### src/pdp_pkg.sv
// constants, field layouts and types of the descriptor builder
package pdp_pkg;
  localparam logic [7:0] ADDR_CTRL = 8'h00;
  localparam logic [7:0] ADDR_STAT = 8'h04;
  localparam logic [7:0] ADDR_VIDEO = 8'h08;
  localparam logic [7:0] ADDR_AUDIO = 8'h0c;
  localparam logic [7:0] ADDR_HIER = 8'h10;
  localparam logic [7:0] ADDR_FMT = 8'h14;
  localparam logic [7:0] ADDR_EXTRA = 8'h18;
  localparam logic [7:0] ADDR_COUNT = 8'h1c;
  localparam int CTRL_START = 0;
  localparam int CTRL_KIND_LSB = 1;
  localparam int CTRL_NEWPROG = 3;
  localparam int CTRL_CLREXTRA = 4;
  localparam int STAT_BUSY = 0;
  localparam int STAT_REFUSED = 1;
  localparam logic [7:0] TAG_VIDEO = 8'h02;
  localparam logic [7:0] LEN_VIDEO_SHORT = 8'h01;
  localparam logic [7:0] LEN_VIDEO_LONG = 8'h03;
  localparam logic [7:0] LEN_AUDIO = 8'h01;
  localparam logic [7:0] LEN_HIER = 8'h04;
  localparam logic [7:0] LEN_REG_BASE = 8'h04;
  localparam logic [7:0] HDR_BYTES = 8'h02;
  localparam logic [7:0] EXTRA_FIRST = 8'h06;
  localparam logic [3:0] EXTRA_MAX = 4'h8;
  localparam logic [4:0] RSV5 = 5'h1f;
  localparam logic [2:0] RSV3 = 3'h7;
  localparam logic [3:0] RSV4 = 4'hf;
  localparam logic [1:0] RSV2 = 2'h3;
  localparam logic [31:0] RST_WORD = 32'h0;
  localparam logic [15:0] RST_COUNT = 16'h0;
  typedef enum logic [1:0] {PDP_VIDEO, PDP_AUDIO, PDP_HIER, PDP_REG} pdp_kind_e;
  typedef struct packed {
    logic rateExt;
    logic [1:0] chroma;
    logic [7:0] profLevel;
    logic still;
    logic constrained;
    logic legacyOnlyVideoFlag;
    logic [3:0] rateCode;
    logic multiRate;
  } pdp_video_s;
  typedef struct packed {
    logic variableRate;
    logic [1:0] layer;
    logic audioIdentityBit;
    logic freeFormat;
  } pdp_audio_s;
  typedef struct packed {
    logic [5:0] channel;
    logic [5:0] embedded;
    logic [5:0] layerIdx;
    logic [3:0] hierType;
  } pdp_hier_s;
  function automatic logic [7:0] pdp_tag(input pdp_kind_e k);
    pdp_tag = TAG_VIDEO + {6'h0, k};
  endfunction
endpackage

### src/pdp_if.sv
// field bundle between the sequencer and the byte packer
`timescale 1ns/1ns
interface pdp_if;
  import pdp_pkg::*;
  pdp_kind_e kind;
  pdp_video_s video;
  pdp_audio_s audio;
  pdp_hier_s hier;
  logic [31:0] fmtId;
  logic [3:0] extraCnt;
  logic [7:0] extraByte;
  logic [7:0] byteIdx;
  logic [7:0] curByte;
  logic [7:0] descLen;
  modport ctrl(output kind, video, audio, hier, fmtId, extraCnt, extraByte,
    byteIdx, input curByte, descLen);
  modport packer(input kind, video, audio, hier, fmtId, extraCnt, extraByte,
    byteIdx, output curByte, descLen);
endinterface

### src/pdp_byte_packer.sv
// selects the descriptor byte at a given index
`timescale 1ns/1ns
module pdp_byte_packer (
  pdp_if.packer bus
);
  import pdp_pkg::*;
  wire [7:0] payIdx = bus.byteIdx - HDR_BYTES;
  wire constrOut = bus.video.constrained | ~bus.video.legacyOnlyVideoFlag;
  wire [7:0] videoB0 = {bus.video.multiRate, bus.video.rateCode,
    bus.video.legacyOnlyVideoFlag, constrOut, bus.video.still};
  wire [7:0] videoB2 = {bus.video.chroma, bus.video.rateExt, RSV5};
  wire [7:0] videoPay = (payIdx == 8'h00) ? videoB0 :
    (payIdx == 8'h01) ? bus.video.profLevel : videoB2;
  wire [7:0] audioPay = {bus.audio.freeFormat, bus.audio.audioIdentityBit,
    bus.audio.layer, bus.audio.variableRate, RSV3};
  wire [7:0] hierBytes [4];
  assign hierBytes[0] = {RSV4, bus.hier.hierType};
  assign hierBytes[1] = {RSV2, bus.hier.layerIdx};
  assign hierBytes[2] = {RSV2, bus.hier.embedded};
  assign hierBytes[3] = {RSV2, bus.hier.channel};
  wire [7:0] fmtBytes [4];
  assign fmtBytes[0] = bus.fmtId[31:24];
  assign fmtBytes[1] = bus.fmtId[23:16];
  assign fmtBytes[2] = bus.fmtId[15:8];
  assign fmtBytes[3] = bus.fmtId[7:0];
  wire [7:0] regPay = (payIdx < LEN_REG_BASE) ? fmtBytes[payIdx[1:0]] :
    bus.extraByte;
  wire [7:0] videoLen = bus.video.legacyOnlyVideoFlag ? LEN_VIDEO_LONG :
    LEN_VIDEO_SHORT;
  assign bus.descLen = (bus.kind == PDP_VIDEO) ? videoLen :
    (bus.kind == PDP_AUDIO) ? LEN_AUDIO :
    (bus.kind == PDP_HIER) ? LEN_HIER :
    LEN_REG_BASE + {4'h0, bus.extraCnt};
  wire [7:0] payByte = (bus.kind == PDP_VIDEO) ? videoPay :
    (bus.kind == PDP_AUDIO) ? audioPay :
    (bus.kind == PDP_HIER) ? hierBytes[payIdx[1:0]] : regPay;
  assign bus.curByte = (bus.byteIdx == 8'h00) ? pdp_tag(bus.kind) :
    (bus.byteIdx == 8'h01) ? bus.descLen : payByte;
endmodule

### src/pdp_descriptor_builder.sv
// builds program descriptors from register fields and streams their bytes
// Operation
// - tag byte, then length byte, then data
// - length counts bytes after the length byte
// - video layout, extra bytes follow legacy flag
// - constrained forced high when legacy flag low
// - profile and chroma copied unchanged
// - audio layout: flags, layer, rate, reserved
// - identity bit and layer copied unchanged
// - hierarchy layout: type, three six-bit fields
// - layer index unique within one program
// - registration: format id then extra bytes
// - format id and extra bytes sent verbatim
`timescale 1ns/1ns
module pdp_descriptor_builder (
  input wire logic clk_sys,
  input wire logic nrst,
  input wire logic [7:0] regAddr,
  input wire logic [31:0] regWrData,
  input wire logic regWrStb,
  input wire logic regRdStb,
  output logic [31:0] regRdData,
  output logic [7:0] outData,
  output logic outValid,
  output logic outFirst,
  output logic outLast,
  input wire logic outReady
);
  import pdp_pkg::*;

  typedef enum logic {ST_IDLE, ST_SEND} pdp_state_e;

  pdp_if ifc();

  pdp_state_e stateReg;
  pdp_state_e stateNext;
  pdp_kind_e kindReg;
  pdp_kind_e kindNext;
  pdp_video_s videoReg;
  pdp_audio_s audioReg;
  pdp_hier_s hierReg;
  logic [31:0] fmtReg;
  logic [3:0] extraCntReg;
  logic [7:0] extraMem [8];
  logic [7:0] idxReg;
  logic [7:0] idxNext;
  logic [7:0] dataReg;
  logic refusedReg;
  logic [15:0] countReg;
  logic [31:0] rdReg;
  logic isDup;

  // register decode
  wire idle = (stateReg == ST_IDLE);
  wire sending = (stateReg == ST_SEND);
  wire wrCtrl = regWrStb && (regAddr == ADDR_CTRL);
  wire wrStat = regWrStb && (regAddr == ADDR_STAT);
  wire wrVideo = regWrStb && (regAddr == ADDR_VIDEO);
  wire wrAudio = regWrStb && (regAddr == ADDR_AUDIO);
  wire wrHier = regWrStb && (regAddr == ADDR_HIER);
  wire wrFmt = regWrStb && (regAddr == ADDR_FMT);
  wire wrExtra = regWrStb && (regAddr == ADDR_EXTRA);
  wire wrField = wrVideo || wrAudio || wrHier || wrFmt || wrExtra;
  wire startReq = wrCtrl && regWrData[CTRL_START];
  wire newProg = wrCtrl && regWrData[CTRL_NEWPROG];
  wire clrExtra = wrCtrl && regWrData[CTRL_CLREXTRA] && idle;
  wire [1:0] wrKind = regWrData[CTRL_KIND_LSB +: 2];
  wire wrHierKind = (pdp_kind_e'(wrKind) == PDP_HIER);
  wire dupHier = wrHierKind && isDup;
  wire go = startReq && idle && !dupHier;
  wire refuseEvt = (startReq && !go) || (wrField && !idle);
  wire pushExtra = wrExtra && idle && (extraCntReg < EXTRA_MAX);
  wire clrRefused = wrStat && regWrData[STAT_REFUSED];

  // byte sequencing
  wire accept = sending && outReady;
  wire [7:0] lastIdx = ifc.descLen + 8'h01;
  wire lastByte = (idxReg == lastIdx);
  wire done = accept && lastByte;
  wire commitLayer = done && (kindReg == PDP_HIER);
  wire [7:0] extraOff = idxNext - EXTRA_FIRST;

  assign kindNext = (wrCtrl && idle) ? pdp_kind_e'(wrKind) : kindReg;
  assign idxNext = go ? 8'h00 :
    (accept && !lastByte) ? idxReg + 8'h01 : idxReg;
  assign stateNext = go ? ST_SEND : done ? ST_IDLE : stateReg;

  assign ifc.kind = kindNext;
  assign ifc.video = videoReg;
  assign ifc.audio = audioReg;
  assign ifc.hier = hierReg;
  assign ifc.fmtId = fmtReg;
  assign ifc.extraCnt = extraCntReg;
  assign ifc.extraByte = extraMem[extraOff[2:0]];
  assign ifc.byteIdx = idxNext;

  pdp_byte_packer u_packer (
    .bus(ifc)
  );

  pdp_layer_check u_layers (
    .clk_sys(clk_sys),
    .nrst(nrst),
    .clearTable(newProg),
    .commit(commitLayer),
    .queryIdx(hierReg.layerIdx),
    .isDup(isDup)
  );

  // read mux
  wire [31:0] statWord = {30'h0, refusedReg, sending};
  wire [31:0] ctrlWord = {29'h0, kindReg, 1'b0};
  wire [31:0] rdMux = (regAddr == ADDR_CTRL) ? ctrlWord :
    (regAddr == ADDR_STAT) ? statWord :
    (regAddr == ADDR_VIDEO) ? {13'h0, videoReg} :
    (regAddr == ADDR_AUDIO) ? {27'h0, audioReg} :
    (regAddr == ADDR_HIER) ? {10'h0, hierReg} :
    (regAddr == ADDR_FMT) ? fmtReg :
    (regAddr == ADDR_EXTRA) ? {28'h0, extraCntReg} :
    (regAddr == ADDR_COUNT) ? {16'h0, countReg} : RST_WORD;

  always_ff @(posedge clk_sys or negedge nrst) begin
    if (!nrst) begin
      stateReg <= ST_IDLE;
      kindReg <= PDP_VIDEO;
      idxReg <= 8'h00;
      dataReg <= 8'h00;
    end else begin
      stateReg <= stateNext;
      kindReg <= kindNext;
      idxReg <= idxNext;
      dataReg <= ifc.curByte;
    end
  end

  always_ff @(posedge clk_sys or negedge nrst) begin
    if (!nrst) begin
      videoReg <= pdp_video_s'(19'h0);
      audioReg <= pdp_audio_s'(5'h0);
      hierReg <= pdp_hier_s'(22'h0);
      fmtReg <= RST_WORD;
    end else if (idle) begin
      if (wrVideo) begin
        videoReg <= pdp_video_s'(regWrData[18:0]);
      end
      if (wrAudio) begin
        audioReg <= pdp_audio_s'(regWrData[4:0]);
      end
      if (wrHier) begin
        hierReg <= pdp_hier_s'(regWrData[21:0]);
      end
      if (wrFmt) begin
        fmtReg <= regWrData;
      end
    end
  end

  always_ff @(posedge clk_sys or negedge nrst) begin
    if (!nrst) begin
      extraCntReg <= 4'h0;
    end else if (clrExtra) begin
      extraCntReg <= 4'h0;
    end else if (pushExtra) begin
      extraCntReg <= extraCntReg + 4'h1;
    end
  end

  always_ff @(posedge clk_sys) begin
    if (pushExtra) begin
      extraMem[extraCntReg[2:0]] <= regWrData[7:0];
    end
  end

  always_ff @(posedge clk_sys or negedge nrst) begin
    if (!nrst) begin
      refusedReg <= 1'b0;
    end else if (refuseEvt) begin
      refusedReg <= 1'b1;
    end else if (clrRefused) begin
      refusedReg <= 1'b0;
    end
  end

  always_ff @(posedge clk_sys or negedge nrst) begin
    if (!nrst) begin
      countReg <= RST_COUNT;
    end else if (done) begin
      countReg <= countReg + 16'h1;
    end
  end

  always_ff @(posedge clk_sys or negedge nrst) begin
    if (!nrst) begin
      rdReg <= RST_WORD;
    end else if (regRdStb) begin
      rdReg <= rdMux;
    end
  end

  assign regRdData = rdReg;
  assign outData = dataReg;
  assign outValid = sending;
  assign outFirst = sending && (idxReg == 8'h00);
  assign outLast = sending && lastByte;
endmodule

### src/pdp_layer_check.sv
// remembers hierarchy layer indices used in the current program
`timescale 1ns/1ns
module pdp_layer_check (
  input wire logic clk_sys,
  input wire logic nrst,
  input wire logic clearTable,
  input wire logic commit,
  input wire logic [5:0] queryIdx,
  output logic isDup
);
  import pdp_pkg::*;
  logic [63:0] usedReg;
  genvar i;
  generate
    for (i = 0; i < 64; i++) begin : g_entry
      wire hit = commit && (queryIdx == 6'(i));
      always_ff @(posedge clk_sys or negedge nrst) begin
        if (!nrst) begin
          usedReg[i] <= 1'b0;
        end else if (hit) begin
          usedReg[i] <= 1'b1;
        end else if (clearTable) begin
          usedReg[i] <= 1'b0;
        end
      end
    end
  endgenerate
  assign isDup = usedReg[queryIdx];
endmodule

### config.mk
export PLATFORM = sky130hd
export DESIGN_NAME = pdp_descriptor_builder
export DESIGN_NICKNAME = d
export VERILOG_FILES = /design/src/pdp_pkg.sv /design/src/pdp_if.sv /design/src/pdp_byte_packer.sv /design/src/pdp_descriptor_builder.sv /design/src/pdp_layer_check.sv
export SDC_FILE = /design/constraint.sdc
export NUM_CORES = 1
export LEC_CHECK = 0
export ABC_AREA = 1
export BUFFER_PORTS_ARGS = -buffer_cell sky130_fd_sc_hd__buf_2
export CAP_MARGIN = 5
export CORE_MARGIN = 3
export CORE_UTILIZATION = 61
export DETAILED_ROUTE_END_ITERATION = 7
export PLACE_DENSITY = 0.83
export SLEW_MARGIN = 20
export SYNTH_ARGS = -nofsm -noshare
export SYNTH_HDL_FRONTEND = slang
export SYNTH_HIERARCHICAL = 1
export SYNTH_SLANG_ARGS = --single-unit
export TNS_END_PERCENT = 100
### constraint.sdc
create_clock -name clk_sys -period 5.06 [get_ports clk_sys]
set_clock_uncertainty 0.1 [all_clocks]
set_input_delay 0.506 -clock clk_sys [delete_from_list [all_inputs] [get_ports clk_sys]]
set_output_delay 0.506 -clock clk_sys [all_outputs]
set_load 0.01 [all_outputs]
-- Yosys cells after proc, flatten, opt, wreduce, memory -nomap -nowiden
Memory sizes are Yosys's and may differ from the RTL's.
Index checks and enable logic that the tools add are counted.
- register bits after elaboration: 214
- latch bits: 0
- memory bits (writable): 64
- memory bits (read-only): 0
- input bits: 45
- output and inout port bits: 43
- logic and storage cells: 462
- memories: 1
- add/subtract/negate cells: 8
- multiply operators: 0
- div/mod/pow operators: 0
- order comparisons: 4
- equal/unequal tests: 77
- shifts and indexed selects: 0
- muxes and demuxes: 104
- bitwise gates (word level): 4
- reduce and logical (&&, ||, !) cells: 175
- memory list (name ; words ; width ; read ports ; clocked after memory_dff ; write ports ; line ; text):
    extraMem ; 8 ; 8 ; 1 ; 0 ; 1 ; pdp_descriptor_builder.sv:44 ; logic [7:0] extraMem [8];
- operator list (kind ; number):
    $eq A6 B6 Y1 const B ; 32
    $mux W32 ; 6
    $mux W8 ; 17
    $reduce_bool A2 Y1 ; 67
    $eq A6 B5 Y1 const B ; 16
    $logic_and A1 B1 Y1 ; 90
    $mux W1 ; 72
    $eq A6 B4 Y1 const B ; 8
    $bmux W8 S2 ; 2
    $eq A8 B5 Y1 const B ; 4
    $logic_not A8 Y1 ; 4
    $mux W16 ; 2
    $eq A6 B3 Y1 const B ; 4
    $add A16 B1 Y16 const B ; 1
    $add A8 B1 Y8 const B ; 2
    $eq A8 B1 Y1 const B ; 2
    $eq A8 B4 Y1 const B ; 2
    $eq A6 B2 Y1 const B ; 2
    $eq A8 B3 Y1 const B ; 1
    $eq A8 B8 Y1 ; 1
    $lt A8 B3 Y1 const B ; 1
    $mux W4 ; 2
    $reduce_and A2 Y1 ; 4
    $sub A8 B2 Y8 const B ; 1
    other kinds (19) ; 29

-- Longest topological paths before layout
- depth in word-level cells: 25
- depth in mapped cells: 44
- gate-level depth less buffers: 41

-- Modules after synthesis
Netlist, hierarchy kept.
- modules (own cells, without submodules) (module ; times used ; cells an instance ; area each (um^2) ; seq. area each (um^2)):
    pdp_descriptor_builder ; 1 ; 1081 ; 9868.2 ; 5675.4
    pdp_layer_check ; 1 ; 477 ; 3301.9 ; 1601.5
    pdp_byte_packer ; 1 ; 277 ; 1288.7 ; 0.0

-- Worst setup path after synthesis
OpenSTA, ideal clock, no wires.
- kind: input to register
- start: input port regAddr[1]
- end: register dataReg[0], in the netlist outData[0]
- setup time: 0.116 ns
- arrival time: 4.710 ns
- data required time: 4.844 ns
- path slack: 0.134 ns
- stages: 38
- path buffers: 4
- cells stage by stage: nor2_2 nand2_1 nor2_1 inv_1 nor2_2 nand2_1 nor2_2 inv_1 nand2_1 o21ai_0 buf_6 nor2_2 nand2_1 nand2_1 ha_1 xnor2_1 nand2_1 nor2_1 (+2 left out) nand3_4 nand3b_1 nand3_2 buf_6 inv_2 buf_6 inv_8 ha_1 nand3_1 nor2_4 nand2_4 buf_6 nor2_4 nand2_1 nand3_1 nand3_1 nand2_1 nand2_1
- cells in the longest elaborated chain, start to end: 25
- elaborated cells on any way between the ends: 43
- those cells by class: add/sub (4); order compare (1); eq/ne (5); mux (20); bitwise (1); reduce/logical (11); memory (1)
- RTL lines (item ; line ; text):
    start: declaration ; pdp_descriptor_builder.sv:18 ; input wire logic [7:0] regAddr,
    $logic_not A8 Y1 * ; pdp_descriptor_builder.sv:56 ; wire wrCtrl = regWrStb && (regAddr == ADDR_CTRL);
    $logic_and A1 B1 Y1 * ; pdp_descriptor_builder.sv:56 ;
    $logic_and A1 B1 Y1 * ; pdp_descriptor_builder.sv:83 ; assign kindNext = (wrCtrl && idle) ? pdp_kind_e'(wrKind) : kindReg;
    $mux W2 * ; pdp_descriptor_builder.sv:83 ;
    named net ifc.kind[0] ; pdp_if.sv:5 ; pdp_kind_e kind;
    $eq A2 B2 Y1 ; pdp_byte_packer.sv:32 ; (bus.kind == PDP_HIER) ? LEN_HIER :
    $mux W8 ; pdp_byte_packer.sv:32 ;
    $mux W8 ; pdp_byte_packer.sv:31 ; (bus.kind == PDP_AUDIO) ? LEN_AUDIO :
    (+1 left out) ; - ;
    named net ifc.descLen[1] ; pdp_if.sv:14 ; logic [7:0] descLen;
    (+2 left out) ; - ;
    $logic_not A1 Y1 * ; pdp_descriptor_builder.sv:85 ; (accept && !lastByte) ? idxReg + 8'h01 : idxReg;
    $logic_and A1 B1 Y1 * ; pdp_descriptor_builder.sv:85 ;
    $mux W8 * ; pdp_descriptor_builder.sv:85 ;
    $mux W8 * ; pdp_descriptor_builder.sv:84 ; assign idxNext = go ? 8'h00 :
    named net idxNext[1] ; pdp_descriptor_builder.sv:46 ; logic [7:0] idxNext;
    branches (longest 10 deep; another with $sub A8 B2 Y8) ; - ;
    $mux W8 * ; pdp_byte_packer.sv:37 ; assign bus.curByte = (bus.byteIdx == 8'h00) ? pdp_tag(bus.kind) :
    named net ifc.curByte[0] ; pdp_if.sv:13 ; logic [7:0] curByte;
    end signal: assignment ; pdp_descriptor_builder.sv:132 ; dataReg <= ifc.curByte;
    end: declaration ; pdp_descriptor_builder.sv:47 ; logic [7:0] dataReg;
Mark *: on every way through the listed nets, which the timed path passes. The select of a mux whose other input is x is not followed.
A chain may end at the register's enable or synchronous reset.

-- Final worst setup path
- start: input port regAddr[1]
- end: register dataReg[3], in the netlist outData[3]
- elaborated cells on any way between the ends: 42
- those cells by class: add/sub (3); order compare (1); eq/ne (5); mux (20); bitwise (1); reduce/logical (11); memory (1)
- RTL lines (item ; line ; text):
    $logic_not A8 Y1 * ; pdp_descriptor_builder.sv:56 ;
    $logic_and A1 B1 Y1 * ; pdp_descriptor_builder.sv:56 ;
    $logic_and A1 B1 Y1 * ; pdp_descriptor_builder.sv:83 ;
    $mux W2 * ; pdp_descriptor_builder.sv:83 ;
    named net ifc.kind[1] ; pdp_if.sv:5 ;
    $eq A2 B2 Y1 ; pdp_byte_packer.sv:32 ;
    $mux W8 ; pdp_byte_packer.sv:32 ;
    $mux W8 ; pdp_byte_packer.sv:31 ;
    (+1 left out) ; - ;
    named net ifc.descLen[1] ; pdp_if.sv:14 ;
    (+7 left out) ; - ;
    named net extraOff[0] ; pdp_descriptor_builder.sv:81 ; wire [7:0] extraOff = idxNext - EXTRA_FIRST;
    $mem_v2 Z8 W8 * ; - ;
    $mux W8 * ; pdp_byte_packer.sv:26 ; wire [7:0] regPay = (payIdx < LEN_REG_BASE) ? fmtBytes[payIdx[1:0]] :
    $mux W8 * ; pdp_byte_packer.sv:36 ; (bus.kind == PDP_HIER) ? hierBytes[payIdx[1:0]] : regPay;
    $mux W8 * ; pdp_byte_packer.sv:35 ; (bus.kind == PDP_AUDIO) ? audioPay :
    $mux W8 * ; pdp_byte_packer.sv:34 ; wire [7:0] payByte = (bus.kind == PDP_VIDEO) ? videoPay :
    $mux W8 * ; pdp_byte_packer.sv:38 ; (bus.byteIdx == 8'h01) ? bus.descLen : payByte;
    $mux W8 * ; pdp_byte_packer.sv:37 ;
    named net ifc.curByte[3] ; pdp_if.sv:13 ;
The timed path passes the listed nets; every way through them passes the cells marked *. The select of a mux whose other input is x is not followed.

==> out/qor.csv <==
metric,value,unit
utilization,0.715,
critPathKind,input port to flop,
syn_area_per_cell,7.88,um^2
synth-seq-cells,278,
dieHeight,160,um
synth_cells,1835,
drtPass1Iterations,6,
min_period,4.62,ns
grt_pass1_wl,65300,um
cts.path.max_buffers,3,
rr_worst_depth,30,
drive_gt1_frac,0.128,
max_stage_delay,0.73,ns
r2r_end,outData[3]$_DFF_PN0_,
cts_tree,done,
r2r_start,outValid$_DFFE_PN0P_,
startpoint,regAddr[1],
wirelength,40600,um
crit_arrival,4.95,ns
synthSimpleGateAreaFrac,0.264,
fmax,216,MHz
max-vdd-ir-drop,307,uV
synth_flop_cell,dfrtp_1,
clk_pin_slew,0.06,ns
grtUsageTotal,0.316,
rows,55,
wl_per_cell,17.8,um
cts.sinks,278,
min_path_cells,2,
synth_xor_area_frac,0.0139,
drtIter0Drc,1769,
r2r_setup_slack,0.68,ns
synth_compound_gate_area_share,0.101,
ios,88,
fin_ws,0.435,ns
synth_top_area_share,0.370,
htreeDepth,1,
pwr-share-comb,0.249,
antenna_found_initial,0,
ant_nets,0,
async_flop_share,0.770,
p_int,4.15,mW
synth_edf_count,64,
area.growth.synth_to_final,13.6,%
fin_area,16400,um^2
netSwitchingPower,2.09,mW
synth-adder-area-share,0.00606,
synthMostInstantiatedCell,nand2_1,
drc,0,
dp_hpwl,28800,um
min_path_type,input port to flop,
grt_max_degree,137,
antenna_cells,0,
placed_area,15400,um^2
synthTopCellsByArea,"dfrtp_1 (37%), nand2_1 (15%), edfxtp_1 (13%)",
syn_area,14500,um^2
cts_buffers,30,
tightest_slew,0.928,ns
rsz0062_at_grt,false,
p_leak,8.26,nW
nFillCells,1797,
power.share.switching,0.334,
relSlewSlack,0.379,
tns,0,ns
maxCapViolations,0,
clkPwrFrac,0.352,
hold_viol_final,0,
critPathMostFrequentCell,nand2_1,
grt_pass1_vias,12300,
vias,13000,
min_from,regWrData[30],
layout.nets,1994,
insertion_delay,0.57,ns
io_buffers,87,
cp-end-kind,flop,
status,"finished, final reports clean",
yosysTopAreaCell,dfrtp_1,
ys_seq_area_frac,0.503,
cp_slowest_cell,nor2_1,
min_to,fmtReg[30]$_DFFE_PN0P_,
crit_path_start_kind,input port,
die_x,160,um
finalSetupViolations,0,
start_util,0.629,
dp_slack,-0.000818,ns
die-area,25600,um^2
p_seq_frac,0.399,
globalplace.congestion,1.03,
synth_top_family_by_area,simple AND/OR/NAND/NOR gates,
post-route-period-util,0.914,
yosys-top-cells-count,"nand2_1 (588), inv_1 (284), dfrtp_1 (214)",
core_region_area,23000,um^2
root_buffer,clkbuf_16,
power_density,380,nW/um^2
post-cts-setup-buffer-count,0,
grt_overflow_total,0,
slew_violations,0,
yosysWarnings,6,
yosysUniqueCellTypes,48,
vias_per_cell,5.69,
path_max_fanout,13,
crit_required,5.39,ns
muxShareOfSynthArea,0.00779,
==> per-layer routing <==
layer,vias to the layer above,wire (um),GRT usage
met3,103,4300,0.0651
met5,-,0,0
met2,702,18300,0.489
li1,6069,-,-
met1,6100,16800,0.456
met4,0,1190,0.0884
==> stage by stage <==
step / hold slack, ns / power (mW) / std cells
after global placement: 0.358 / 4.00 / 2220
final: 0.0861 / 6.24 / 2279
after floorplan: 0.110 / 3.59 / 1837
after global routing: 0.0793 / 6.52 / 2279
after detailed placement: 0.365 / 4.03 / 2221
after CTS: 0.0162 / 6.21 / 2277
==> worst max-delay path: cells and delay by family <==
| family | cells | cell delay (ns) |
|---|---|---|
| AO/OA/AOI/OAI | 2 | 0.12 |
| buffers and inverters | 6 | 0.73 |
| AND/OR/NAND/NOR | 27 | 3.16 |
| adder cells (fa/ha/maj) | 1 | 0.25 |
| XOR/XNOR | 1 | 0.16 |
==> flip-flops by register name (all words and copies together) (netlist names) <==
signal and count:
extraMem 64, u_layers/usedReg 64, fmtReg 32, regRdData 32
hierReg 22, ifc.video 19, countReg 16, idxReg 8
outData 8, audioReg 5, extraCntReg 4, kindReg 2
outValid 1, refusedReg 1
==> cells by family (layout without fill, tap and decap cells) <==
group / count (synthesis) / after routing
AO/OA/AOI/OAI: 268 / 268
XOR/XNOR: 23 / 23
adder cells (fa/ha/maj): 7 / 7
buffers and inverters: 366 / 495
flip-flops: 278 / 278
multiplexers: 10 / 10
other: 1 / 3
AND/OR/NAND/NOR: 882 / 882
==> power by group through the flow <==
stage | Combinational (mW) | Sequential [mW] | Clock, mW
finish | 1.55 | 2.49 | 2.20
global route | 1.71 | 2.50 | 2.32
CTS | 1.51 | 2.48 | 2.22
detailed placement | 1.50 | 2.52 | 0
global placement | 1.48 | 2.52 | 0
floorplan | 1.09 | 2.50 | 0
==> worst max-delay path by stage <==
stage / to / slack (ns) / depth (start not counted)
final: outData[3]$_DFF_PN0_ / 0.44 / 37
after global routing: outData[6]$_DFF_PN0_ / 0.02 / 34
after CTS: outData[7]$_DFF_PN0_ / 0.53 / 37
after detailed placement: outData[7]$_DFF_PN0_ / -0.0008 / 38
after global placement: outData[7]$_DFF_PN0_ / 0.06 / 38
after floorplan: outData[0]$_DFF_PN0_ / 0.13 / 38
==> what timing repair did <==
action	4_1_cts	5_1_grt
endpoints found under the setup margin	0	6
gates resized for setup	0	3
hold buffers	0	1
hold endpoints to repair	0	42
==> cells in the final DEF (no fill, tap or decap), drive strengths merged, types with 11 or more instances in the layout <==
cell type  instances
inv              291
nor2             108
dfrtp            214
clkinv            13
nand3             96
nor3              18
a21oi             39
clkbuf            36
nand2            595
xor2              20
nand4             53
o21ai            183
o22ai             19
buf              146
edfxtp            64
a221oi            11
==> area by class of cell <==
cell class	instances	area, um^2	share of cell area
sequential	278	7280	0.443
multi-input combinational	1193	5720	0.348
inverter	292	1100	0.0672
timing repair buffer	147	938	0.0571
clock buffer	36	803	0.0489
tap	313	392	0.0238
clock inverter	20	196	0.0120
(Power assumes the default switching activity.)
